## src/hdl/ext_mem_seq_regs.svh

```systemverilog
// Constants for the external memory access cycle sequencer.
`ifndef EXT_MEM_SEQ_REGS_SVH
`define EXT_MEM_SEQ_REGS_SVH

// ---------------------------------------------------------------
// Transfer size encodings
// ---------------------------------------------------------------
`define XMS_SIZE_BYTE 2'h0
`define XMS_SIZE_HALF 2'h1
`define XMS_SIZE_WORD 2'h2

// ---------------------------------------------------------------
// Device access counts
// ---------------------------------------------------------------
`define XMS_ACC_1 3'h1
`define XMS_ACC_2 3'h2
`define XMS_ACC_4 3'h4

// ---------------------------------------------------------------
// Cycle totals with zero latency, by accesses per transfer
// ---------------------------------------------------------------
`define XMS_T_SYNC_RD_1 7'h04
`define XMS_T_SYNC_RD_2 7'h05
`define XMS_T_SYNC_RD_4 7'h07
`define XMS_T_SYNC_WR_1 7'h03
`define XMS_T_SYNC_WR_2 7'h04
`define XMS_T_SYNC_WR_4 7'h06
`define XMS_T_ASYNC_1 7'h03
`define XMS_T_ASYNC_2 7'h05
`define XMS_T_ASYNC_4 7'h08

// ---------------------------------------------------------------
// Chip select levels
// ---------------------------------------------------------------
`define XMS_CS_IDLE_N 2'h3

`endif

```

## src/hdl/ext_mem_seq_pkg.sv

```systemverilog
// Types shared by the external memory access cycle sequencer.
package ext_mem_seq_pkg;

   // Sequencer states, one-hot.
   typedef enum logic [2:0]
   {
      SEQ_IDLE = 3'h1,
      SEQ_BUSY = 3'h2,
      SEQ_TURN = 3'h4
   } seq_state_e;

   // Transfer size field.
   typedef logic [1:0] xfer_size_t;

   // Cycle total field.
   typedef logic [6:0] cycle_count_t;

endpackage

```

## src/hdl/ext_mem_cycle_budget.sv

```systemverilog
// Cycle budget lookup for one transfer of the external memory sequencer.
`timescale 1ns/10ps
`default_nettype none
`include "ext_mem_seq_regs.svh"

module ext_mem_cycle_budget
(
   // Transfer description
   input wire logic [1:0] size_in,
   input wire logic write_in,
   // Device configuration
   input wire logic half_port_in,
   input wire logic sync_in,
   input wire logic [3:0] latency_in,
   // Budget
   output logic [2:0] accesses_out,
   output logic [6:0] total_out
);

   // ---------------------------------------------------------------
   // Access count
   // ---------------------------------------------------------------

   // A narrower port means more device accesses per transfer.
   wire is_word = (size_in == `XMS_SIZE_WORD);
   wire is_half = (size_in == `XMS_SIZE_HALF);
   wire four_acc = !half_port_in && is_word;
   wire two_acc = (!half_port_in && is_half) || (half_port_in && is_word);
   assign accesses_out = four_acc ? `XMS_ACC_4 :
                         two_acc ? `XMS_ACC_2 : `XMS_ACC_1;

   // ---------------------------------------------------------------
   // Cycle totals
   // ---------------------------------------------------------------

   // Synchronous read totals already carry one pipeline cycle per transfer.
   wire [6:0] sync_rd = four_acc ? `XMS_T_SYNC_RD_4 :
                        two_acc ? `XMS_T_SYNC_RD_2 : `XMS_T_SYNC_RD_1;
   wire [6:0] sync_wr = four_acc ? `XMS_T_SYNC_WR_4 :
                        two_acc ? `XMS_T_SYNC_WR_2 : `XMS_T_SYNC_WR_1;
   // Asynchronous totals spend two cycles per address phase.
   wire [6:0] async_t = four_acc ? `XMS_T_ASYNC_4 :
                        two_acc ? `XMS_T_ASYNC_2 : `XMS_T_ASYNC_1;
   wire [6:0] base_t = sync_in ? (write_in ? sync_wr : sync_rd) :
                       async_t;

   // Each latency step stretches every device access by one cycle.
   wire [6:0] lat_extra = {3'h0, latency_in} * {4'h0, accesses_out};
   assign total_out = base_t + lat_extra;

endmodule
`default_nettype wire

```

## src/hdl/ext_mem_access_cycle_sequencer.sv

```systemverilog
// External memory access cycle sequencer: bus transfers to device accesses.
`timescale 1ns/10ps
`default_nettype none
`include "ext_mem_seq_regs.svh"

module ext_mem_access_cycle_sequencer
#(
   parameter int ADDR_W = 26
)
(
   // Clock and reset
   input wire logic clock_in,
   input wire logic rst_n_in,
   // On-chip bus slave side
   input wire logic sel_in,
   input wire logic trans_in,
   input wire logic [ADDR_W:0] addr_in,
   input wire logic [1:0] size_in,
   input wire logic write_in,
   input wire logic [31:0] wdata_in,
   output logic ready_out,
   output logic [31:0] rdata_out,
   // Per chip select configuration
   input wire logic [1:0] device_port_width_sel_in,
   input wire logic [1:0] device_sync_in,
   input wire logic [3:0] cs0_latency_in,
   input wire logic [3:0] cs1_latency_in,
   // External device side
   output logic [ADDR_W-1:0] ext_addr_out,
   output logic [1:0] ext_cs_n_out,
   output logic ext_rw_n_out,
   output logic [1:0] ext_byte_en_out,
   output logic [15:0] ext_wdata_out,
   output logic ext_data_oe_out,
   input wire logic [15:0] ext_rdata_in
);

   // The address adder and lane math need at least a word of space.
   if (ADDR_W < 4)
   begin : g_bad_width
      $error("ADDR_W too small");
   end

   // ---------------------------------------------------------------
   // Reset release
   // ---------------------------------------------------------------
   logic rst_meta;
   logic rst_n;

   // Reset asserts at once and releases two edges later.
   always_ff @(posedge clock_in or negedge rst_n_in)
   begin
      if (!rst_n_in)
      begin
         rst_meta <= 1'b0;
         rst_n <= 1'b0;
      end
      else
      begin
         rst_meta <= 1'b1;
         rst_n <= rst_meta;
      end
   end

   // ---------------------------------------------------------------
   // Request decode
   // ---------------------------------------------------------------
   ext_mem_seq_pkg::seq_state_e state;
   ext_mem_seq_pkg::seq_state_e next_state;
   ext_mem_seq_pkg::cycle_count_t remain;
   logic cur_sync, cur_half, cur_write, cur_cs, first;
   logic [1:0] cur_size;
   logic [ADDR_W-1:0] cur_base;
   logic [2:0] cur_count, sub;
   logic [4:0] cur_plen, pcnt;
   logic [31:0] wword;
   logic cap1_v, cap2_v;
   logic [1:0] cap1_l, cap2_l;
   logic [2:0] req_count;
   logic [6:0] req_total;

   // The top address bit picks the chip select and its settings.
   wire req = sel_in && trans_in;
   wire req_cs = addr_in[ADDR_W];
   wire req_half = device_port_width_sel_in[req_cs];
   wire req_sync = device_sync_in[req_cs];
   wire [3:0] req_lat = req_cs ? cs1_latency_in : cs0_latency_in;
   wire [ADDR_W-1:0] req_mask = (size_in == `XMS_SIZE_WORD) ? ADDR_W'(3) :
                                (size_in == `XMS_SIZE_HALF) ? ADDR_W'(1) :
                                ADDR_W'(0);
   wire [ADDR_W-1:0] req_base = addr_in[ADDR_W-1:0] & ~req_mask;

   ext_mem_cycle_budget u_budget
   (
      .size_in(size_in),
      .write_in(write_in),
      .half_port_in(req_half),
      .sync_in(req_sync),
      .latency_in(req_lat),
      .accesses_out(req_count),
      .total_out(req_total)
   );

   // ---------------------------------------------------------------
   // Handshake and sequencing
   // ---------------------------------------------------------------

   // The ready cycle doubles as the next address phase; a change of
   // device type holds ready low one more cycle instead.
   wire in_busy = (state == ext_mem_seq_pkg::SEQ_BUSY);
   wire in_turn = (state == ext_mem_seq_pkg::SEQ_TURN);
   wire last = in_busy && (remain == 7'h01);
   wire need_turn = req && (req_sync != cur_sync);
   assign ready_out = (state == ext_mem_seq_pkg::SEQ_IDLE) || in_turn ||
                      (last && !need_turn);
   wire take = req && ready_out;
   wire take_rd = take && !write_in;

   // Reads start their first device access in the address phase; writes
   // wait one cycle for the bus write data.
   wire sub_active = in_busy && (sub < cur_count);
   wire sub_done = (pcnt == (cur_plen - 5'h01));
   wire emit = take_rd || sub_active;
   wire emit_last = take_rd ? (req_lat == 4'h0) : (sub_active && sub_done);

   // Next state: overlap goes straight to busy without idle.
   always_comb
   begin
      next_state = state;
      if (take)
         next_state = ext_mem_seq_pkg::SEQ_BUSY;
      else if (last && need_turn)
         next_state = ext_mem_seq_pkg::SEQ_TURN;
      else if (last || in_turn)
         next_state = ext_mem_seq_pkg::SEQ_IDLE;
   end

   // State and cycle budget; remain reaches one in the ready cycle.
   always_ff @(posedge clock_in or negedge rst_n)
   begin
      if (!rst_n)
      begin
         state <= ext_mem_seq_pkg::SEQ_IDLE;
         remain <= 7'h00;
      end
      else
      begin
         state <= next_state;
         if (take)
            remain <= req_total - 7'h01;
         else if (in_busy && remain > 7'h01)
            remain <= remain - 7'h01;
      end
   end

   // Transfer fields latched in the address phase.
   always_ff @(posedge clock_in or negedge rst_n)
   begin
      if (!rst_n)
      begin
         {cur_sync, cur_half, cur_write, cur_cs} <= 4'h0;
         cur_size <= 2'h0;
         cur_base <= '0;
         cur_count <= 3'h0;
         cur_plen <= 5'h01;
      end
      else if (take)
      begin
         {cur_sync, cur_half, cur_write, cur_cs} <=
            {req_sync, req_half, write_in, req_cs};
         cur_size <= size_in;
         cur_base <= req_base;
         cur_count <= req_count;
         cur_plen <= {1'b0, req_lat} + 5'h01;
      end
   end

   // Sub-access index and the cycle within its phase.
   always_ff @(posedge clock_in or negedge rst_n)
   begin
      if (!rst_n)
      begin
         sub <= 3'h0;
         pcnt <= 5'h00;
      end
      else if (take)
      begin
         sub <= (take_rd && req_lat == 4'h0) ? 3'h1 : 3'h0;
         pcnt <= (take_rd && req_lat != 4'h0) ? 5'h01 : 5'h00;
      end
      else if (sub_active && sub_done)
      begin
         sub <= sub + 3'h1;
         pcnt <= 5'h00;
      end
      else if (sub_active)
         pcnt <= pcnt + 5'h01;
   end

   // ---------------------------------------------------------------
   // Device access fields
   // ---------------------------------------------------------------

   // Fields come from the request while a read is taken, else the latch.
   wire [2:0] e_idx = take_rd ? 3'h0 : sub;
   wire e_half = take_rd ? req_half : cur_half;
   wire e_cs = take_rd ? req_cs : cur_cs;
   wire e_write = take_rd ? 1'b0 : cur_write;
   wire [1:0] e_size = take_rd ? size_in : cur_size;
   wire [ADDR_W-1:0] e_base = take_rd ? req_base : cur_base;
   wire [ADDR_W-1:0] idx_w = {{(ADDR_W-3){1'b0}}, e_idx};
   wire [ADDR_W-1:0] step = e_half ? {idx_w[ADDR_W-2:0], 1'b0} : idx_w;
   wire [ADDR_W-1:0] emit_addr = e_base + step;
   wire [1:0] lane = e_base[1:0] + step[1:0];
   wire [1:0] emit_be = !e_half ? 2'h1 :
                        (e_size != `XMS_SIZE_BYTE) ? 2'h3 :
                        (e_base[0] ? 2'h2 : 2'h1);
   wire [1:0] emit_cs_n = emit ? ~(2'h1 << e_cs) : `XMS_CS_IDLE_N;
   wire [31:0] wsrc = first ? wdata_in : wword;
   wire [31:0] wshift = wsrc >> {lane, 3'h0};
   wire [15:0] emit_wdata = e_half ? (lane[1] ? wsrc[31:16] : wsrc[15:0]) :
                            {8'h00, wshift[7:0]};

   // Device pins are registered so that they change on clean edges.
   always_ff @(posedge clock_in or negedge rst_n)
   begin
      if (!rst_n)
      begin
         ext_addr_out <= '0;
         ext_cs_n_out <= `XMS_CS_IDLE_N;
         ext_rw_n_out <= 1'b1;
         ext_byte_en_out <= 2'h0;
         ext_wdata_out <= 16'h0000;
         ext_data_oe_out <= 1'b0;
      end
      else
      begin
         ext_addr_out <= emit ? emit_addr : ext_addr_out;
         ext_cs_n_out <= emit_cs_n;
         ext_rw_n_out <= !(emit && e_write);
         ext_byte_en_out <= emit ? emit_be : 2'h0;
         ext_wdata_out <= emit ? emit_wdata : ext_wdata_out;
         ext_data_oe_out <= emit && e_write;
      end
   end

   // Write data is sampled in the first data phase cycle.
   always_ff @(posedge clock_in or negedge rst_n)
   begin
      if (!rst_n)
      begin
         first <= 1'b0;
         wword <= 32'h00000000;
      end
      else
      begin
         first <= take;
         wword <= first ? wdata_in : wword;
      end
   end

   // ---------------------------------------------------------------
   // Read capture
   // ---------------------------------------------------------------

   // Capture follows the pin register; a synchronous device needs one
   // more stage for its pipeline.
   wire cap_v = (cur_sync ? cap2_v : cap1_v) && !cur_write;
   wire [1:0] cap_l = cur_sync ? cap2_l : cap1_l;

   always_ff @(posedge clock_in or negedge rst_n)
   begin
      if (!rst_n)
      begin
         {cap1_v, cap2_v} <= 2'h0;
         {cap1_l, cap2_l} <= 4'h0;
      end
      else
      begin
         cap1_v <= emit && emit_last && !e_write;
         cap1_l <= lane;
         cap2_v <= cap1_v;
         cap2_l <= cap1_l;
      end
   end

   // Each bus byte lane loads from the device lane that carries it.
   for (genvar g = 0; g < 4; g++)
   begin : g_lane
      wire [1:0] gl = 2'(g);
      wire hit = cur_half ? (cap_l[1] == gl[1]) : (cap_l == gl);
      wire [7:0] src = (cur_half && gl[0]) ? ext_rdata_in[15:8] :
                       ext_rdata_in[7:0];
      always_ff @(posedge clock_in or negedge rst_n)
      begin
         if (!rst_n)
            rdata_out[8*g +: 8] <= 8'h00;
         else if (cap_v && hit)
            rdata_out[8*g +: 8] <= src;
      end
   end
endmodule
`default_nettype wire

```

## config.mk

```make
export PLATFORM = sky130hd
export DESIGN_NAME = ext_mem_access_cycle_sequencer
export DESIGN_NICKNAME = d
export VERILOG_FILES = /design/src/hdl/ext_mem_seq_pkg.sv /design/src/hdl/ext_mem_cycle_budget.sv /design/src/hdl/ext_mem_access_cycle_sequencer.sv
export VERILOG_INCLUDE_DIRS = /design/src /design/src/hdl
export SDC_FILE = /design/constraint.sdc
export NUM_CORES = 1
export LEC_CHECK = 0
export ABC_AREA = 1
export CELL_PAD_IN_SITES_DETAIL_PLACEMENT = 1
export CELL_PAD_IN_SITES_GLOBAL_PLACEMENT = 1
export CORE_ASPECT_RATIO = 0.9
export CORE_MARGIN = 10
export CORE_UTILIZATION = 51
export DETAILED_ROUTE_END_ITERATION = 12
export DONT_BUFFER_PORTS = 1
export PLACE_DENSITY_LB_ADDON = 0.1
export SYNTH_ARGS = -nofsm -noshare
export SYNTH_HDL_FRONTEND = slang
export SYNTH_HIERARCHICAL = 1
export SYNTH_SLANG_ARGS = --single-unit
```

## constraint.sdc

```tcl
create_clock -name clock_in -period 11.5 [get_ports clock_in]
set_input_delay 2.875 -clock clock_in [delete_from_list [all_inputs] [get_ports clock_in]]
set_output_delay 2.875 -clock clock_in [all_outputs]
set_load 0.005 [all_outputs]
```

==> key figures, run 1 <==
Outcome
  • Status: finished, final reports clean

Synthesis
  • Post-synthesis compound-gate area fraction: 9.838%
  • Post-synth top area share: 45.22%
  • Post-synthesis xor/xnor area fraction: 2.456%
  • Post-synthesis mux area share: 1.975%
  • Ys Warns: 6
  • Register area share after synthesis: 46.59%
  • Top FF cell, synth: dfrtp_1
  • #FFs+latches synth: 179
  • Syn avg cell area: 7.997 µm²
  • Largest family of logic cells by synthesized area: simple AND/OR/NAND/NOR gates
  • Synth Area in Simple Gates: 27.43%
  • Cells after Synth: 1204
  • Post-Syn Area: 9628 µm²
  • Synth area leaders: dfrtp_1, nand2_1, o21ai_0
  • Async SR Flop Fraction: 100.0%
  • Synth Net Count: 1330
  • Post-synthesis cell type count: 48
  • Post-synth top area cell: dfrtp_1
  • Post-synth EDFFs: 0
  • Synth Area in Adders: 4.626%

Pwr
  • Sw Ratio: 27.85%
  • Peak supply drop: 95.29 µV
  • Combinational group share of total power: 10.6%
  • Leak: 5.123 nW
  • Internal power: 1.042 mW
  • Clk pwr share: 42.6%
  • P_sw: 0.4023 mW
  • Total Power: 1.444 mW
  • Power share of the sequential group: 46.8%
  • Pwr per Cell Area: 138.9 nW/µm²

STA
  • Setup TNS: 0 ns
  • FMAX: 147.7 MHz
  • Rel. slew slack: 33.14%
  • RSZ-0062 raised after global routing: false
  • Part of the cycle the worst path needs: 58.87%
  • Final hold vios: 0
  • Worst Max-Slew Pin Slew: 1.002 ns
  • Final setup viols: 0
  • Final slew viol count: 0
  • Clk_skew: 0.01514 ns
  • Tmin final: 6.770 ns

Setup path
  • CP max FO: 46
  • CP Capture Type: flop
  • WS Path Type: input port to flop
  • Critical Path Start Type: input port
  • Arrival @ worst endpoint: 7.12 ns
  • Worst Path Required: 11.85 ns

Floorplan
  • Die Ht: 150.3 µm
  • Starting Density: 52.14%
  • Die area: 24780 µm²
  • Chip width: 164.8 µm
  • Core ar.: 18470 µm²
  • IO Pins: 175
  • Num rows: 47

Drt
  • Via density per instance: 5.520
  • Routed len/inst: 19.25 µm
  • Met3 wire len: 2308 µm
  • Overall routed net length: 27770 µm
  • Pre-antenna DRT Iters: 5
  • Highest metal used: met4
  • Routed vias: 7966
  • DRT iter0 DRCs: 468
  • Met1 WL: 12560 µm
  • Routed Antenna Nets: 0
  • DRC Markers: 0
  • Met2 routed wirelength: 12620 µm

Clock network
  • CTS tree: built
  • H-tree Lvls: 4
  • Clk Latency, worst-skew pair: 0.43 ns
  • Post-CTS setup buffers: 0
  • CTS Hold Bufs: 0
  • Root Driver: clkbuf_16
  • Num CTS Buffers: 17
  • Count of clock tree sinks: 179
  • Worst-path clk slew: 0.08 ns
  • Worst-case clock buffer depth: 2
  • Post_cts resized: 0

Finish
  • Most common cell after layout, fill and taps aside: nand2_1
  • Antenna cells: 0
  • Most frequent cells in the layout: nand2_1, dfrtp_1, inv_1
  • Fill cells: 2298
  • Total Nets Final: 1311
  • Fraction of layout cells with a size suffix above 1: 10.52%
  • P&R area growth vs syn: 7.979%

GRT
  • All-Layer GR Usage: 22.28%
  • Largest net degree at the start of global routing: 72
  • Remaining global-route overflow: 0
  • Global-route wire length before repair: 43970 µm
  • Initial antenna violation count: 0
  • Vias in the first global route: 8199

Hold path
  • Hold WC Path Type: flop to flop

Run
  • Max cap viols: 0

Placed design
  • Detailed Place HPWL: 21100 µm
  • Number of port buffers: 0
  • Routability Congestion: 0.8698
==> critical path, cell delays in order <==
cell and delay, ns:
nand2_1 0.04, inv_2 0.27, nand3_2 0.12, nand2_2 0.09
nand2_4 0.15, nand3_4 0.44, inv_1 0.23, o21ai_0 0.40
inv_1 0.13, fa_1 1.02, clkinv_1 0.64, a31oi_1 0.38
a21oi_1 0.13, a21oi_1 0.19
==> through the flow <==
stage               util [%]  instances  hold WS, ns  instance area (µm²)  setup slack [ns]
finish                 56.30       1443       0.3623                10400             4.730
global route           56.30       1443       0.3639                10400             4.296
CTS                    56.30       1443       0.3587                10400             4.779
detailed placement     52.93       1411       0.3536                 9773             4.348
global placement       52.93       1411       0.3363                 9773             4.592
floorplan                  -       1204       0.3312                 9628             5.167
==> power groups by stage <==
stage	Sequential [mW]	Combinational [mW]	Clock, mW
6_report	0.675	0.153	0.615
5_1_grt	0.679	0.177	0.649
4_1_cts	0.676	0.155	0.622
3_5_place_dp	0.688	0.153	0
3_3_place_gp	0.687	0.146	0
2_1_floorplan	0.685	0.112	0
==> cell type report <==
class | count | area [µm²] | area share [%]
clock buffer | 18 | 439.2 | 4.224
sequential | 179 | 4489 | 43.18
clock inverter | 14 | 183.9 | 1.769
tap | 245 | 306.5 | 2.949
multi-input combinational | 855 | 4467 | 42.97
timing repair buffer | 4 | 30.03 | 0.2888
inverter | 128 | 480.5 | 4.622
==> logic make-up (layout without fill, tap and decap cells) <==
| logic type | after synthesis | count (layout) |
|---|---|---|
| adder cells (fa/ha/maj) | 32 | 32 |
| XOR/XNOR | 27 | 27 |
| flip-flops | 179 | 179 |
| buffers and inverters | 170 | 164 |
| AND/OR/NAND/NOR | 606 | 606 |
| multiplexers | 17 | 17 |
| other | 1 | 1 |
| AO/OA/AOI/OAI | 172 | 172 |
==> flip-flops by register name (all words and copies together), names as in the netlist, 2 cells and up <==
register	flops
remain	7
cur_size	2
cur_count	3
rdata_out	32
cap2_l	2
state	3
pcnt	5
ext_byte_en_out	2
sub	3
ext_wdata_out	16
cur_plen	5
wword	32
ext_cs_n_out	2
cap1_l	2
ext_addr_out	26
cur_base	26
==> worst paths after layout <==
path                                       startpoint                      endpoint  slack, ns  depth (start not counted)
worst max-delay path                           sel_in  ext_wdata_out[0]$_DFFE_PN0N_       4.73                         14
worst min-delay path               rst_meta$_DFF_PN0_               rst_n$_DFF_PN0_       0.36                          0
worst max register to register  remain[1]$_DFFE_PN0P_  ext_wdata_out[0]$_DFFE_PN0N_       6.34                         17
worst min register to register     rst_meta$_DFF_PN0_               rst_n$_DFF_PN0_       0.36                          0
max in group asynchronous                    rst_n_in            rst_meta$_DFF_PN0_       9.30                          0
min in group asynchronous             rst_n$_DFF_PN0_     rdata_out[10]$_DFFE_PN0P_       0.43                          0
==> routing by layer <==
layer / up-vias / global-route usage, %
met4: 0 / 4.248
met5: - / 0
met1: 3934 / 29.71
li1: 3821 / -
met2: 194 / 35.08
met3: 17 / 7.153
==> synth_stat cells, types with 2 or more instances <==
master,instances
nand2_1,392
dfrtp_1,174
inv_1,115
o21ai_0,105
nand3_1,65
nor2_1,64
clkbuf_1,26
ha_1,26
a21oi_1,24
nand4_1,22
mux2_2,16
nand2_2,16
xor2_1,16
nor2_2,15
a31oi_1,13
buf_2,11
xnor2_1,11
inv_2,10
nor3_1,7
o211ai_1,7
o21ai_1,7
or2_2,7
fa_1,6
dfstp_2,5
nor2_4,5
nand3_2,4
o21ai_2,4
buf_6,3
clkinv_1,3
nand2_4,3
o21bai_1,3
and3_1,2
o22a_1,2
No activity file was read; power rests on OpenSTA's default activity.
==> run 2: changes to the inputs <==
- CORE_UTILIZATION: 51 -> 43
- clock period: 11.5 -> 5.4 ns (I/O delays scaled with it)
==> key figures, run 2 (synthesized netlist as in run 1, its figures left out) <==
Outcome
  • Status: finished, final reports clean (unchanged)

Clock network
  • Worst-path clk slew: 0.08 ns (about the same)
  • CTS tree: built (unchanged)
  • CTS Hold Bufs: 0 (unchanged)
  • Post_cts resized: 0 (unchanged)
  • Num CTS Buffers: 17 (unchanged)
  • Root Driver: clkbuf_16 (unchanged)
  • Worst-case clock buffer depth: 2 (unchanged)
  • H-tree Lvls: 4 (unchanged)
  • Count of clock tree sinks: 179 (unchanged)
  • Clk Latency, worst-skew pair: 0.45 ns (was 0.43 ns)
  • Post-CTS setup buffers: 0 (unchanged)

STA
  • Tmin final: 4.560 ns
  • Worst Max-Slew Pin Slew: 1.092 ns (was 1.002 ns)
  • Final setup viols: 0 (unchanged)
  • Final slew viol count: 0 (unchanged)
  • FMAX: 219.3 MHz
  • Setup TNS: 0 ns (unchanged)
  • Part of the cycle the worst path needs: 84.45%
  • Rel. slew slack: 27.21% (was 33.14%)
  • Setup WS post-layout: 0.8395 ns (was 4.730 ns)
  • Final hold vios: 0 (unchanged)
  • RSZ-0062 raised after global routing: false (unchanged)
  • Clk_skew: 0.01982 ns (was 0.01514 ns)

Floorplan
  • Die area: 28780 µm² (was 24780 µm²)
  • Die Ht: 162.0 µm (was 150.3 µm)
  • Starting Density: 44.12% (was 52.14%)
  • Core ar.: 21820 µm² (was 18470 µm²)
  • Num rows: 51 (was 47)
  • Chip width: 177.7 µm (was 164.8 µm)
  • IO Pins: 175 (unchanged)

Finish
  • Most common cell after layout, fill and taps aside: nand2_1 (unchanged)
  • Fraction of layout cells with a size suffix above 1: 10.89% (was 10.52%)
  • Total Nets Final: 1316 (was 1311)
  • Multi-input gate area: 4467 µm² (unchanged)
  • Most frequent cells in the layout: nand2_1, dfrtp_1, inv_1 (unchanged)
  • P&R area growth vs syn: 8.720% (was 7.979%)
  • Antenna cells: 0 (unchanged)
  • Fill cells: 2660 (was 2298)
  • Storage cell area: 4489 µm² (unchanged)
  • Final Util: 47.96% (was 56.30%)
  • Biggest regs: rdata_out (32), wword (32) (unchanged)

Drt
  • Routed len/inst: 19.31 µm (was 19.25 µm)
  • Via density per instance: 5.259 (was 5.520)
  • Routed vias: 7857 (was 7966)
  • DRC Markers: 0 (unchanged)
  • Routed Antenna Nets: 0 (unchanged)
  • Overall routed net length: 28840 µm (was 27770 µm)
  • Pre-antenna DRT Iters: 5 (unchanged)
  • DRT iter0 DRCs: 580 (was 468)

Setup path
  • Worst Path Required: 5.76 ns (was 11.85 ns)
  • Cell family with most CP delay: adder cells (was buffers and inverters)
  • Slowest-stage cell, CP: fa_1 (unchanged)
  • CP max FO: 9 (was 46)
  • Buffers & Inverters on Critical Path: 4 (unchanged)
  • Most frequent CP cell: nand2_1
  • Critical path, cell by cell: inv_2 -> nand2_1 -> nand2_1 -> inv_2 -> o21ai_2 -> nand2_1 -> fa_1 -> inv_1 -> fa_1 -> inv_1 -> fa_1 -> xnor2_1 -> nor2_1 -> nand2_1 -> nor3_1 -> xor2_1 -> nand2_1 -> a31oi_1 (was nand2_1 -> inv_2 -> nand3_2 -> nand2_2 -> nand2_4 -> nand3_4 -> inv_1 -> o21ai_0 -> inv_1 -> fa_1 -> clkinv_1 -> a31oi_1 -> a21oi_1 -> a21oi_1)
  • CP Capture Type: flop (unchanged)
  • Arrival @ worst endpoint: 4.92 ns (was 7.12 ns)
  • WS Path Type: input port to flop (unchanged)
  • Biggest cell delay along the critical path: 0.56 ns (was 1.02 ns)
  • Critical Path Start Type: input port (unchanged)

GRT
  • Global-route wire length before repair: 46620 µm (was 43970 µm)
  • All-Layer GR Usage: 20.38% (was 22.28%)
  • Largest net degree at the start of global routing: 106 (was 72)
  • Remaining global-route overflow: 0 (unchanged)
  • Initial antenna violation count: 0 (unchanged)
  • Vias in the first global route: 8373 (was 8199)

Pwr
  • Leak: 5.137 nW (was 5.123 nW)
  • Pwr per Cell Area: 287.4 nW/µm² (was 138.9 nW/µm²)
  • Peak supply drop: 169.0 µV (was 95.29 µV)

Placed design
  • Routability Congestion: 0.8192 (was 0.8698)
  • Detailed Place HPWL: 22150 µm (was 21100 µm)
  • Pre-CTS setup slack: 0.4182 ns (was 4.348 ns)
  • Number of port buffers: 0 (unchanged)

Hold path
  • Hold WC Path Type: flop to flop (unchanged)

Run
  • Max cap viols: 0 (unchanged)
## run 2: cell types whose count changed in the layout (fill, tap and decap cells not counted)
cell        before  now
clkbuf_8         1    0
clkinv_4         0    2
inv_8            4    5
clkinvlp_4       2    1
bufinv_16        2    0
buf_4            4    8
clkinv_8         2    3
buf_12           0    1
## run 2: routing by layer
metal,vias up,global-route usage [%],part of all wire (%)
li1,3827,-,-
met1,3853,26.48,45
met2,156,32.52,46
met3,21,6.375,7.6
met4,0,4.657,1.2
met5,-,0,0
## run 2: layout make-up
type,instances,share of cell area [%]
well taps,291,3.478
inverters,128,4.590
clock buffers,17,4.064
multi-input cells,855,42.67
clock inverters,15,1.542
repair buffers,9,0.7650
flip-flops and latches,179,42.89
## run 2: power breakdown
part           internal (mW)  switching [mW]  leakage [nW]
clock                  0.621           0.611         0.286
sequential              1.39          0.0484          2.10
combinational          0.114           0.223          2.76
total                   2.13           0.882          5.14
## run 2: worst reg2reg max path, stage by stage, from the launching register on
cell and delay [ns]:
dfrtp_1 0.41, inv_1 0.09, ha_1 0.14, inv_1 0.05, nor2_1 0.08, nand3_1 0.14
nor2_2 0.25, nand2_2 0.11, nand2_4 0.21, nand3_4 0.26, o21ai_0 0.43, ha_1 0.25
inv_1 0.06, fa_1 0.39, nand3b_1 0.17, and2_0 0.16, inv_1 0.08, nand3_2 0.11
nor2_4 0.19, nand2_1 0.15, nor2_2 0.19, nand3_1 0.09, nand3_1 0.09, nand2_1 0.06
## run 2: path summary, 6_finish.rpt
check	start	endpoint	slack [ns]	cells past startpoint
setup reg to reg	remain[1]$_DFFE_PN0P_	ext_addr_out[24]$_DFFE_PN0N_	1.15	23
min in group asynchronous	rst_n$_DFF_PN0_	rdata_out[13]$_DFFE_PN0P_	0.50	0
hold / removal	rst_meta$_DFF_PN0_	rst_n$_DFF_PN0_	0.35	0
hold reg to reg	rst_meta$_DFF_PN0_	rst_n$_DFF_PN0_	0.35	0
max in group asynchronous	rst_n$_DFF_PN0_	ext_rw_n_out$_DFF_PN1_	3.81	1
setup / recovery	addr_in[26]	remain[6]$_DFFE_PN0P_	0.84	18
## run 2: stage by stage
stage | power [mW] | area (µm²) | cells | hold WS, ns
after floorplan | 1.698 | 9628 | 1204 | 0.3312
after global placement | 1.792 | 9881 | 1462 | 0.3370
after detailed placement | 1.804 | 9881 | 1462 | 0.3379
after CTS | 3.042 | 10470 | 1494 | 0.3548
after global routing | 3.150 | 10470 | 1494 | 0.3825
final | 3.008 | 10470 | 1494 | 0.3542
